File: src/fifo_port_defines.svh
/*
 * constants for the parallel fifo port: register offsets, field positions,
 * reset values and timing counts. assumes a 50 MHz core clock.
 */
// Overview of operation
// host holds read strobe low at least 50 ns per read.
// host keeps read strobe high 50 ns plus flag-inactive time between reads.
// data-available flag stays high at least 80 ns after each read.
// host holds write strobe active at least 50 ns per write.
// host keeps write strobe inactive at least 50 ns between writes.
// space-available flag stays high at least 80 ns after each write.
// async bit-bang drives received bytes onto pins, paced by a timer.
// sync bit-bang samples pins only when a new output byte is written.
// flush partial transmit data on timer expiry; 16 ms default, 2 to 255 ms.
// in suspend with wake enabled, 20 ms low on flag pin requests resume.
// fifo controller runs from the single core clock.
// 128-byte receive buffer fed by out endpoint, one byte per read.
// 256-byte transmit buffer drained by in endpoint requests.
// controller moves bytes between both buffers and the data pins.
// software sets flush timeout and bit-bang mode through registers.
// asynchronous active-low reset restarts everything.
// data-available low only while unread data exists.
// space-available low only while a byte can be accepted.
// read strobe falling edge fetches next byte, driven while strobe low.
// write strobe falling edge captures pin byte into transmit buffer.
// data pins driven only while read strobe low in fifo mode.
`ifndef FIFO_PORT_DEFINES_SVH
`define FIFO_PORT_DEFINES_SVH

`define CLK_HZ 50000000
`define FLAG_GAP_NS 80
`define FLAG_GAP_CYC ((`FLAG_GAP_NS * (`CLK_HZ / 1000000) + 999) / 1000)
`define MS_CYC (`CLK_HZ / 1000)
`define WAKE_MS 20
`define FLUSH_DEF_MS 8'h10
`define FLUSH_MIN_MS 8'h02

`define OFF_CTRL 12'h000
`define OFF_FLUSH 12'h004
`define OFF_STATUS 12'h008
`define OFF_RXDATA 12'h00c
`define OFF_TXDATA 12'h010
`define OFF_BBDIV 12'h014
`define OFF_SAMPLE 12'h018

`define CTRL_MODE_LSB 0
`define CTRL_WAKE_EN 2
`define CTRL_SUSPEND 3
`define CTRL_RESET 32'h0000_0004
`define BBDIV_RESET 16'h0032

`endif

File: src/fifo_port_pkg.sv
/*
 * types for the parallel fifo port. assumes fifo_port_defines.svh beside it.
 */
package fifo_port_pkg;
    typedef enum logic [1:0] {
        MODE_FIFO = 2'b00,
        MODE_ABB = 2'b01,
        MODE_SBB = 2'b10
    } port_mode_e;
endpackage : fifo_port_pkg

File: src/byte_fifo.sv
/*
 * synchronous byte fifo with valid/ready on both sides and a level count.
 * assumes one clock and a clock enable shared with the caller.
 */
`timescale 1ns/1ps
`default_nettype none
module byte_fifo #(
    parameter int WIDTH = 8,
    parameter int DEPTH = 128
) (
    input wire logic i_mclk,
    input wire logic i_rst_n,
    input wire logic i_ce,
    input wire logic i_clear,
    input wire logic i_in_valid,
    output logic o_in_ready,
    input wire logic [WIDTH-1:0] i_in_data,
    output logic o_out_valid,
    input wire logic i_out_ready,
    output logic [WIDTH-1:0] o_out_data,
    output logic [$clog2(DEPTH):0] o_level
);
    localparam int AW = $clog2(DEPTH);
    if (DEPTH < 2 || (1 << AW) != DEPTH) begin : g_bad_depth
        $error("byte_fifo depth must be a power of two");
    end
    logic [WIDTH-1:0] mem [DEPTH];
    logic [AW:0] wr_reg;
    logic [AW:0] rd_reg;
    wire push = i_in_valid && o_in_ready;
    wire pop = o_out_valid && i_out_ready;

    // full when pointers differ only in the wrap bit
    assign o_in_ready = (wr_reg - rd_reg) != (AW+1)'(DEPTH);
    assign o_out_valid = wr_reg != rd_reg;
    assign o_out_data = mem[rd_reg[AW-1:0]];
    assign o_level = wr_reg - rd_reg;

    // pointers; storage array carries no reset
    always_ff @(posedge i_mclk or negedge i_rst_n) begin
        if (!i_rst_n) begin
            wr_reg <= '0;
            rd_reg <= '0;
        end else if (i_ce) begin
            wr_reg <= i_clear ? '0 : wr_reg + (AW+1)'(push);
            rd_reg <= i_clear ? '0 : rd_reg + (AW+1)'(pop);
        end
    end
    always_ff @(posedge i_mclk) begin
        if (i_ce && push) begin
            mem[wr_reg[AW-1:0]] <= i_in_data;
        end
    end
endmodule : byte_fifo
`default_nettype wire

File: src/fifo_port.sv
/*
 * parallel fifo port: receive and transmit buffers, strobe handshake, bit-bang
 * modes, flush timer and suspend wake input, with an apb register slave.
 * assumes strobes and data pins arrive asynchronously and that the usb side
 * is modelled by software through the data registers.
 */
// Chosen here: the APB register port and the address map.
`timescale 1ns/1ps
`default_nettype none
`include "fifo_port_defines.svh"
module fifo_port
    import fifo_port_pkg::*;
#(
    parameter int RX_DEPTH = 128,
    parameter int TX_DEPTH = 256,
    parameter int MS_CYCLES = `MS_CYC
) (
    input wire logic i_mclk,
    input wire logic i_rst_n,
    input wire logic i_ce,
    input wire logic i_psel,
    input wire logic i_penable,
    input wire logic i_pwrite,
    input wire logic [11:0] i_paddr,
    input wire logic [31:0] i_pwdata,
    output logic [31:0] o_prdata,
    output logic o_pready,
    output logic o_pslverr,
    input wire logic [7:0] i_data,
    output logic [7:0] o_data,
    output logic o_data_oe_n,
    input wire logic i_read_strobe_n,
    input wire logic i_write_strobe,
    input wire logic i_rx_data_avail_n,
    output logic o_rx_data_avail_n,
    output logic o_rx_data_avail_oe_n,
    output logic o_tx_space_avail_n,
    output logic o_resume_req,
    output logic o_flush_pulse
);
    if (RX_DEPTH < 2 || TX_DEPTH < 2 || MS_CYCLES < 1) begin : g_bad_param
        $error("bad buffer depth or ms count");
    end
    localparam int GAP = `FLAG_GAP_CYC;
    localparam int RL = $clog2(RX_DEPTH);
    localparam int TL = $clog2(TX_DEPTH);

    // pins cross into the single core clock
    logic [10:0] pin_s;
    // write strobe idles low, so its flops reset low too: no false capture after reset
    pin_sync #(.WIDTH(11), .RESET_VAL(11'h5ff)) u_sync (
        .i_mclk(i_mclk), .i_rst_n(i_rst_n), .i_ce(i_ce),
        .i_async({i_rx_data_avail_n, i_write_strobe, i_read_strobe_n, i_data}),
        .o_sync(pin_s)
    );
    wire [7:0] data_s = pin_s[7:0];
    wire rd_n_s = pin_s[8];
    wire wr_s = pin_s[9];
    wire wake_s = pin_s[10];

    logic rd_n_d_reg, wr_d_reg;
    wire rd_fall = rd_n_d_reg && !rd_n_s;
    wire rd_rise = !rd_n_d_reg && rd_n_s;
    wire wr_fall = wr_d_reg && !wr_s;

    // registers
    logic [31:0] ctrl_reg;
    logic [7:0] flush_ms_reg;
    logic [15:0] bbdiv_reg;
    logic [7:0] sample_reg;
    logic sample_vld_reg;
    wire [1:0] mode_raw = ctrl_reg[`CTRL_MODE_LSB +: 2];
    wire port_mode_e mode = (mode_raw == 2'b11) ? MODE_FIFO : port_mode_e'(mode_raw);
    wire suspend = ctrl_reg[`CTRL_SUSPEND];
    wire wake_en = ctrl_reg[`CTRL_WAKE_EN];

    function automatic logic hit(input logic [11:0] a, input logic [11:0] off);
        return a == off;
    endfunction
    wire acc = i_psel && i_penable;
    wire wr_acc = acc && i_pwrite;
    wire rd_acc = acc && !i_pwrite;
    wire mapped = hit(i_paddr, `OFF_CTRL) || hit(i_paddr, `OFF_FLUSH) || hit(i_paddr, `OFF_STATUS)
        || hit(i_paddr, `OFF_RXDATA) || hit(i_paddr, `OFF_TXDATA) || hit(i_paddr, `OFF_BBDIV)
        || hit(i_paddr, `OFF_SAMPLE);

    // receive buffer: software plays the out endpoint
    logic rx_in_rdy, rx_vld, rx_pop;
    logic [7:0] rx_byte;
    logic [RL:0] rx_lvl;
    byte_fifo #(.WIDTH(8), .DEPTH(RX_DEPTH)) u_rx (
        .i_mclk(i_mclk), .i_rst_n(i_rst_n), .i_ce(i_ce), .i_clear(1'b0),
        .i_in_valid(wr_acc && hit(i_paddr, `OFF_RXDATA)), .o_in_ready(rx_in_rdy),
        .i_in_data(i_pwdata[7:0]), .o_out_valid(rx_vld), .i_out_ready(rx_pop),
        .o_out_data(rx_byte), .o_level(rx_lvl)
    );
    // transmit buffer: software plays the in endpoint
    logic tx_push, tx_rdy, tx_vld;
    logic [7:0] tx_byte, tx_in;
    logic [TL:0] tx_lvl;
    wire tx_pop = rd_acc && hit(i_paddr, `OFF_TXDATA);
    byte_fifo #(.WIDTH(8), .DEPTH(TX_DEPTH)) u_tx (
        .i_mclk(i_mclk), .i_rst_n(i_rst_n), .i_ce(i_ce), .i_clear(1'b0),
        .i_in_valid(tx_push), .o_in_ready(tx_rdy),
        .i_in_data(tx_in), .o_out_valid(tx_vld), .i_out_ready(tx_pop),
        .o_out_data(tx_byte), .o_level(tx_lvl)
    );

    // read-side and write-side guard timers after each strobe cycle
    logic [3:0] rx_gap_reg, tx_gap_reg;
    logic rd_active_reg;
    logic [7:0] out_reg;
    logic [15:0] bb_cnt_reg;
    wire bb_tick = (mode == MODE_ABB) && rx_vld && (bb_cnt_reg == '0);
    wire fifo_mode = (mode == MODE_FIFO);
    // byte is popped on read strobe fall in fifo mode
    // async bit-bang pops a byte on each timer tick
    // the flag is already high once the strobe is low, so only buffer state gates the pop
    assign rx_pop = (fifo_mode && rd_fall && rx_vld) || bb_tick
        || (mode == MODE_SBB && rx_vld && tx_rdy);
    // write strobe fall captures the pin byte; bit-bang sync stores samples
    assign tx_push = (fifo_mode && wr_fall && tx_rdy) || (mode == MODE_SBB && rx_vld && tx_rdy);
    // pin byte feeds the transmit buffer
    // sync mode returns the pin state seen as the new byte is written
    assign tx_in = fifo_mode ? data_s : data_s;

    // every register below takes its reset value on the asynchronous reset
    // edge history, read data latch and guard timers
    always_ff @(posedge i_mclk or negedge i_rst_n) begin
        if (!i_rst_n) begin
            rd_n_d_reg <= 1'b1;
            wr_d_reg <= 1'b0;
            rd_active_reg <= 1'b0;
            out_reg <= 8'h00;
            rx_gap_reg <= 4'h0;
            tx_gap_reg <= 4'h0;
            bb_cnt_reg <= 16'h0000;
        end else if (i_ce) begin
            rd_n_d_reg <= rd_n_s;
            wr_d_reg <= wr_s;
            if (fifo_mode && rd_fall) begin
                rd_active_reg <= 1'b1;
            end else if (rd_rise || !fifo_mode) begin
                rd_active_reg <= 1'b0;
            end
            if (rx_pop) begin
                out_reg <= rx_byte;
            end
            // flag held inactive for the gap after each read
            if (fifo_mode && (rd_fall || !rd_n_s)) begin
                rx_gap_reg <= 4'(GAP);
            end else if (rx_gap_reg != 4'h0) begin
                rx_gap_reg <= rx_gap_reg - 4'h1;
            end
            // flag held inactive for the gap after each write
            if (fifo_mode && (wr_fall || wr_s)) begin
                tx_gap_reg <= 4'(GAP);
            end else if (tx_gap_reg != 4'h0) begin
                tx_gap_reg <= tx_gap_reg - 4'h1;
            end
            if (mode != MODE_ABB || bb_cnt_reg == '0) begin
                bb_cnt_reg <= (rx_vld && mode == MODE_ABB) ? bbdiv_reg : 16'h0000;
            end else begin
                bb_cnt_reg <= bb_cnt_reg - 16'h1;
            end
        end
    end

    // data flag low only with unread data and gap elapsed
    wire rx_flag_n = !(fifo_mode && rx_vld && rx_gap_reg == 4'h0 && rd_n_s);
    // space flag low only with room and gap elapsed
    wire tx_flag_n = !(fifo_mode && tx_rdy && tx_gap_reg == 4'h0 && !wr_s);
    wire wake_mode = suspend && wake_en;
    assign o_rx_data_avail_n = rx_flag_n;
    // flag pin becomes an input during suspend with wake enabled
    assign o_rx_data_avail_oe_n = wake_mode;
    assign o_tx_space_avail_n = tx_flag_n;
    // pins driven only during a read, or always in bit-bang modes
    assign o_data_oe_n = fifo_mode ? !(rd_active_reg && !rd_n_s) : 1'b0;
    assign o_data = out_reg;

    // wake low time counter
    logic [31:0] wake_cnt_reg;
    logic resume_reg;
    wire [31:0] wake_lim = 32'(`WAKE_MS * MS_CYCLES);
    wire wake_done = wake_cnt_reg >= wake_lim;
    always_ff @(posedge i_mclk or negedge i_rst_n) begin
        if (!i_rst_n) begin
            wake_cnt_reg <= 32'h0;
            resume_reg <= 1'b0;
        end else if (i_ce) begin
            wake_cnt_reg <= (wake_mode && !wake_s && !wake_done) ? wake_cnt_reg + 32'h1
                : (wake_mode && !wake_s) ? wake_cnt_reg : 32'h0;
            // fire as the count reaches the limit, so a long low gives one pulse
            resume_reg <= wake_mode && !wake_s && wake_cnt_reg == wake_lim - 32'h1;
            if (!wake_mode) begin
                resume_reg <= 1'b0;
            end
        end
    end
    assign o_resume_req = resume_reg;

    // flush timer restarts on each transmit byte, fires on partial data
    logic [31:0] flush_cnt_reg;
    logic flush_reg;
    wire [31:0] flush_lim = 32'(flush_ms_reg) * 32'(MS_CYCLES);
    always_ff @(posedge i_mclk or negedge i_rst_n) begin
        if (!i_rst_n) begin
            flush_cnt_reg <= 32'h0;
            flush_reg <= 1'b0;
        end else if (i_ce) begin
            flush_reg <= 1'b0;
            if (tx_push || !tx_vld) begin
                flush_cnt_reg <= 32'h0;
            end else if (flush_cnt_reg + 32'h1 >= flush_lim) begin
                flush_cnt_reg <= 32'h0;
                flush_reg <= 1'b1;
            end else begin
                flush_cnt_reg <= flush_cnt_reg + 32'h1;
            end
        end
    end
    assign o_flush_pulse = flush_reg;

    // apb register writes set mode, wake, suspend, timeout and rate
    wire [7:0] flush_wr = (i_pwdata[7:0] < `FLUSH_MIN_MS) ? `FLUSH_MIN_MS : i_pwdata[7:0];
    always_ff @(posedge i_mclk or negedge i_rst_n) begin
        if (!i_rst_n) begin
            ctrl_reg <= `CTRL_RESET;
            flush_ms_reg <= `FLUSH_DEF_MS;
            bbdiv_reg <= `BBDIV_RESET;
            sample_reg <= 8'h00;
            sample_vld_reg <= 1'b0;
        end else if (i_ce) begin
            if (wr_acc && hit(i_paddr, `OFF_CTRL)) begin
                ctrl_reg <= {28'h0, i_pwdata[3:0]};
            end
            if (wr_acc && hit(i_paddr, `OFF_FLUSH)) begin
                flush_ms_reg <= flush_wr;
            end
            if (wr_acc && hit(i_paddr, `OFF_BBDIV)) begin
                bbdiv_reg <= i_pwdata[15:0];
            end
            // async mode samples pins continuously, sync mode only per written byte
            if (mode == MODE_ABB || (mode == MODE_SBB && tx_push)) begin
                sample_reg <= data_s;
            end
            // a new sample wins over the clear by read
            if (mode == MODE_SBB && tx_push) begin
                sample_vld_reg <= 1'b1;
            end else if (rd_acc && hit(i_paddr, `OFF_SAMPLE)) begin
                sample_vld_reg <= 1'b0;
            end
        end
    end

    // read mux; unmapped addresses answer with an error and zero data
    always_comb begin
        o_prdata = 32'h0;
        if (hit(i_paddr, `OFF_CTRL)) o_prdata = ctrl_reg;
        if (hit(i_paddr, `OFF_FLUSH)) o_prdata = {24'h0, flush_ms_reg};
        if (hit(i_paddr, `OFF_STATUS)) o_prdata = {8'(tx_lvl), 8'(rx_lvl), 12'h0, resume_reg,
            sample_vld_reg, tx_vld, rx_vld};
        if (hit(i_paddr, `OFF_TXDATA)) o_prdata = {23'h0, tx_vld, tx_byte};
        if (hit(i_paddr, `OFF_BBDIV)) o_prdata = {16'h0, bbdiv_reg};
        if (hit(i_paddr, `OFF_SAMPLE)) o_prdata = {24'h0, sample_reg};
    end
    assign o_pready = 1'b1;
    assign o_pslverr = acc && (!mapped || (i_pwrite && hit(i_paddr, `OFF_RXDATA) && !rx_in_rdy));

    // data flag stays high for the gap after the strobe rises
    rx_gap_a: assert property (@(posedge i_mclk) disable iff (!i_rst_n)
        i_ce && rd_rise && fifo_mode |=> o_rx_data_avail_n [*3]) else $error("rx flag fell too soon");
    // space flag stays high for the gap after the strobe falls
    tx_gap_a: assert property (@(posedge i_mclk) disable iff (!i_rst_n)
        i_ce && wr_fall && fifo_mode |=> o_tx_space_avail_n [*3]) else $error("tx flag fell too soon");
    // data flag low only with data present
    rx_flag_a: assert property (@(posedge i_mclk) disable iff (!i_rst_n)
        !o_rx_data_avail_n |-> rx_vld) else $error("rx flag low while empty");
    // space flag low only with room
    tx_flag_a: assert property (@(posedge i_mclk) disable iff (!i_rst_n)
        !o_tx_space_avail_n |-> tx_rdy) else $error("tx flag low while full");
    // pins released outside a read in fifo mode
    pin_drive_a: assert property (@(posedge i_mclk) disable iff (!i_rst_n)
        fifo_mode && rd_n_s |-> o_data_oe_n) else $error("pins driven without read");
    // fetched byte appears on the pins next cycle
    rd_fetch_a: assert property (@(posedge i_mclk) disable iff (!i_rst_n)
        i_ce && rx_pop |=> o_data == $past(rx_byte)) else $error("read byte not presented");
    // wake request only in suspend with wake enabled
    wake_req_a: assert property (@(posedge i_mclk) disable iff (!i_rst_n)
        o_resume_req |-> $past(wake_mode) && !$past(wake_s)) else $error("resume without wake");
    // flush pulse only with pending transmit data
    flush_tmo_a: assert property (@(posedge i_mclk) disable iff (!i_rst_n)
        o_flush_pulse |-> $past(tx_vld)) else $error("flush with empty buffer");
    // timeout never below the minimum
    flush_min_a: assert property (@(posedge i_mclk) disable iff (!i_rst_n)
        flush_ms_reg >= `FLUSH_MIN_MS) else $error("flush timeout below minimum");
    // a captured write byte raises the transmit level by one
    wr_capture_a: assert property (@(posedge i_mclk) disable iff (!i_rst_n)
        i_ce && fifo_mode && wr_fall && tx_rdy && !tx_pop |=> tx_lvl == $past(tx_lvl) + 1'b1)
        else $error("write byte not captured");
    // no second resume pulse within 8 cycles of one
    wake_once_a: assert property (@(posedge i_mclk) disable iff (!i_rst_n)
        o_resume_req |=> !o_resume_req [*8]) else $error("resume repeated");
endmodule : fifo_port
`default_nettype wire

File: src/pin_sync.sv
/*
 * two-flop synchroniser for a bus of pin inputs. assumes asynchronous pins.
 */
`timescale 1ns/1ps
`default_nettype none
module pin_sync #(
    parameter int WIDTH = 10,
    // flop level during reset; each bit should match its pin's idle level
    parameter logic [WIDTH-1:0] RESET_VAL = '1
) (
    input wire logic i_mclk,
    input wire logic i_rst_n,
    input wire logic i_ce,
    input wire logic [WIDTH-1:0] i_async,
    output logic [WIDTH-1:0] o_sync
);
    logic [WIDTH-1:0] meta_reg;
    // first stage feeds only the second stage
    always_ff @(posedge i_mclk or negedge i_rst_n) begin
        if (!i_rst_n) begin
            meta_reg <= RESET_VAL;
            o_sync <= RESET_VAL;
        end else if (i_ce) begin
            meta_reg <= i_async;
            o_sync <= meta_reg;
        end
    end
endmodule : pin_sync
`default_nettype wire
File: config.mk
export PLATFORM = sky130hd
export DESIGN_NAME = fifo_port
export DESIGN_NICKNAME = d
export VERILOG_FILES = /design/src/fifo_port_pkg.sv /design/src/byte_fifo.sv /design/src/fifo_port.sv /design/src/pin_sync.sv
export VERILOG_INCLUDE_DIRS = /design/src
export SDC_FILE = /design/constraint.sdc
export NUM_CORES = 2
export LEC_CHECK = 0
export BUFFER_PORTS_ARGS = -buffer_cell sky130_fd_sc_hd__buf_2
export CELL_PAD_IN_SITES_DETAIL_PLACEMENT = 1
export CELL_PAD_IN_SITES_GLOBAL_PLACEMENT = 2
export CORE_MARGIN = 2
export CORE_UTILIZATION = 50
export CTS_CLUSTER_DIAMETER = 100
export DETAILED_ROUTE_END_ITERATION = 10
export PLACE_DENSITY_LB_ADDON = 0.1
export SYNTH_ARGS = -nofsm -noshare
export SYNTH_HDL_FRONTEND = slang
export SYNTH_SLANG_ARGS = --single-unit
File: constraint.sdc
create_clock -name i_mclk -period 6.95 [get_ports i_mclk]
set_clock_uncertainty 0.05 [all_clocks]
set_input_delay 0.3475 -clock i_mclk [delete_from_list [all_inputs] [get_ports i_mclk]]
set_output_delay 0.3475 -clock i_mclk [all_outputs]
set_load 0.02 [all_outputs]
==> impl_metrics.yaml <==
status:
  status: "finished with violations"
  violations: "hold timing, slew limit"
setup_path:
  r2r_setup_slack_ps: 650
  crit_path_start: "u_tx.rd_reg[0]"
  worst-path-max-fanout: 31
  reg2regPathDepth: 23
  cp-endpoint: "o_prdata[7]"
  cp-start-kind: "flip-flop"
  reg2reg_from: "flush_ms_reg[4]"
  cp-end-kind: "primary output"
  path_class: "flip-flop to primary output"
  rr_endpoint: "flush_cnt_reg[10]"
  cp_data_required_time_ps: 6550
  cp.arrival_ps: 5970
clocking:
  cts-root-buf: "clkbuf_16"
  htree_num_levels: 5
  cts_setup_buffers: 0
  numCtsBuffers: 345
  cts.sinks: 3266
  clk-insertion-delay-late_ps: 940
  clkTransAtPathRegs_ps: 60
  cts_tree: "yes"
  cts_max_path_buffers: 4
synthesis:
  synthesis.area_um2: 131000
  synth-async-reset-ratio_pct: 5.94
  yosys_register_bits: 3266
  ys.flop_type: "edfxtp_1"
  yosys_warnings: 0
  syn_area_per_cell_um2: 19.1
  yosysSeqAreaShare_pct: 74.1
  synth_edf_count: 3072
  yosysUniqueCellTypes: 87
  syn_inst: 6863
  synthesis.nets: 7044
hold_path:
  min_from: "i_pwdata[2]"
  hp-class: "input pin to flip-flop"
routing:
  num_vias: 70400
  drcViolationCount: 0
  antenna_left: 0
  routed_via_density: 6.39
  finalWirelength_um: 378000
  dr.pass1.iters: 6
  drtIter0Drc: 7753
  routedWlPerCell_um: 34.4
floorplan:
  row_count: 188
  core_area_um2: 262000
  die_width_um: 516
  die_area_um2: 266000
  io_pins: 109
  initial_core_util_pct: 50.1
  die_h_um: 516
timing:
  fin_setup_tns_ps: 0
  whs_ps: -14.0
  relSlewSlack_pct: -7.35
  finalHoldViolCount: 8
  setup_slack_ps: 584
  setup_viol: 0
  tightest_slew_ps: 1610
  rsz0062_at_grt: "no"
  timing.fmax_mhz: 157
  post-route-period-util_pct: 91.6
  fin_crit_ps: 6370
  slew_violations: 88
global_routing:
  grt_antenna_before_repair: 17
  grt_pass1_vias: 72500
  grt_pass1_wl_um: 542000
  grt_use_total_pct: 28.5
  grt-ovfl-total: 0
  grt_max_degree: 194
placement:
  preCtsSetupSlack_ps: 608
  place_congestion: 0.846
  port_buffers: 91
  dp_hpwl_um: 231000
finish:
  largest_register_ffs: 2048
  syn_to_final_growth_pct: 13.5
  num-fill-cells: 22600
  final_nets: 7396
  drive_gt1_share_pct: 24.0
power:
  total_leakage_power_uw: 0.0475
  p_per_area_nw_per_um2: 329
  peakVddDrop_v: 0.000346
run:
  cap_violations: 0
worst min path at each step:
stage / to / slack [ps] / cells after the start
after global routing: u_rx.mem[106][2] / 20 / 1
after global placement: flush_cnt_reg[20] / 300 / 1
after detailed placement: flush_cnt_reg[20] / 310 / 1
final: u_rx.mem[106][2] / -10 / 1
after CTS: u_rx.mem[106][2] / 10 / 1
after floorplan: bb_cnt_reg[0] / 2 / 0
synth_stat cells, types with 11 or more instances:
cell type	number	share of area (%)
a2111oi_0	12	0.080
a211oi_1	30	0.17
a21oi_1	148	0.56
a221oi_1	47	0.31
a22o_1	34	0.23
a22oi_1	100	0.57
a31oi_1	38	0.18
and2_1	19	0.091
and3_1	25	0.12
buf_1	79	0.23
buf_2	83	0.32
clkbuf_1	242	0.69
dfrtp_1	168	3.2
dfstp_2	26	0.52
edfxtp_1	3072	70
fa_1	14	0.21
ha_1	106	1.0
inv_1	66	0.19
mux2_2	77	0.66
mux2i_1	162	1.2
mux4_2	741	13
nand2_1	249	0.71
nand2b_1	17	0.081
nand3_1	113	0.43
nand4_1	59	0.28
nor2_1	416	1.2
nor2b_1	44	0.21
nor3_1	195	0.74
nor4_1	23	0.11
o211ai_1	16	0.092
o21ai_0	114	0.44
o221ai_1	16	0.11
o22ai_1	39	0.19
o2bb2ai_1	11	0.073
or3_1	29	0.14
xnor2_1	45	0.30
xor2_1	36	0.24
through the flow:
step / std cells / util [%] / power, uW / area, um2
6_report: 11000 / 56.9 / 48900 / 149000
2_1_floorplan: 6863 / - / 27500 / 131000
5_1_grt: 11000 / 56.9 / 50200 / 149000
3_3_place_gp: 10300 / 52.4 / 30400 / 137000
3_5_place_dp: 10400 / 52.4 / 30500 / 137000
4_1_cts: 11000 / 56.9 / 49200 / 149000
layer usage:
metal  vias to the layer above  global-route usage [%]  wire length [um]
li1                      28900                       -                 -
met1                     37900                    40.9            157000
met2                      2983                    44.6            179000
met3                       598                    4.45             28400
met4                         8                    10.0             14200
met5                         -                       0                62
layout by cell type (no fill, tap or decap), types with 106 or more instances in the layout:
| cell type | n |
|---|---|
| ha_1 | 106 |
| buf_4 | 280 |
| clkbuf_16 | 352 |
| mux2i_1 | 162 |
| o21ai_0 | 114 |
| nor2_1 | 407 |
| nor3_1 | 192 |
| nand2_1 | 243 |
| mux4_2 | 741 |
| edfxtp_1 | 3072 |
| dfrtp_1 | 160 |
| a21oi_1 | 148 |
| nand3_1 | 106 |
area by class of cell:
| class | count | area [um2] | share of cell area [%] |
|---|---|---|---|
| Inverter | 71 | 269 | 0.181 |
| Sequential cell | 3266 | 97200 | 65.3 |
| Multi-Input combinational cell | 3118 | 32300 | 21.7 |
| Timing Repair Buffer | 413 | 3230 | 2.17 |
| Tap cell | 3515 | 4400 | 2.96 |
| Antenna cell | 5 | 12.5 | 0.00841 |
| Clock inverter | 208 | 2340 | 1.57 |
| Clock buffer | 418 | 9080 | 6.10 |
repair_timing:
action	CTS	global route
endpoints found under the hold margin	474	0
gates resized for setup	0	0
hold buffers	32	0
logic make-up (layout without fill, tap and decap cells):
logic type / Yosys count / in the layout / share of synthesized area (%)
XOR/XNOR: 81 / 81 / 0.541
multiplexers: 988 / 988 / 14.7
adder cells (fa/ha/maj): 120 / 120 / 1.22
AO/OA/AOI/OAI: 696 / 696 / 3.62
flip-flops: 3266 / 3266 / 74.1
other: 1 / 6 / 0.00286
AND/OR/NAND/NOR: 1232 / 1232 / 4.37
buffers and inverters: 479 / 1110 / 1.46
critical path, cell delays in order (launching register included):
cell	delay (ps)
dfrtp_4	830
buf_4	650
nor2_1	400
buf_4	270
a22oi_1	260
o21ai_0	150
o2bb2ai_1	190
a2111oi_1	840
buf_4	240
a311oi_1	80
o221ai_1	750
buf_2	310
report_power, final:
group / switching [uW] / leakage (uW) / internal, uW / total, uW
Combinational: 4610 / 0.0118 / 2970 / 7590
Sequential: 451 / 0.0301 / 22100 / 22500
Clock: 7820 / 0.00555 / 11000 / 18800
Total: 12900 / 0.0475 / 36000 / 48900
Note: power is estimated with default switching activity, not from simulation.
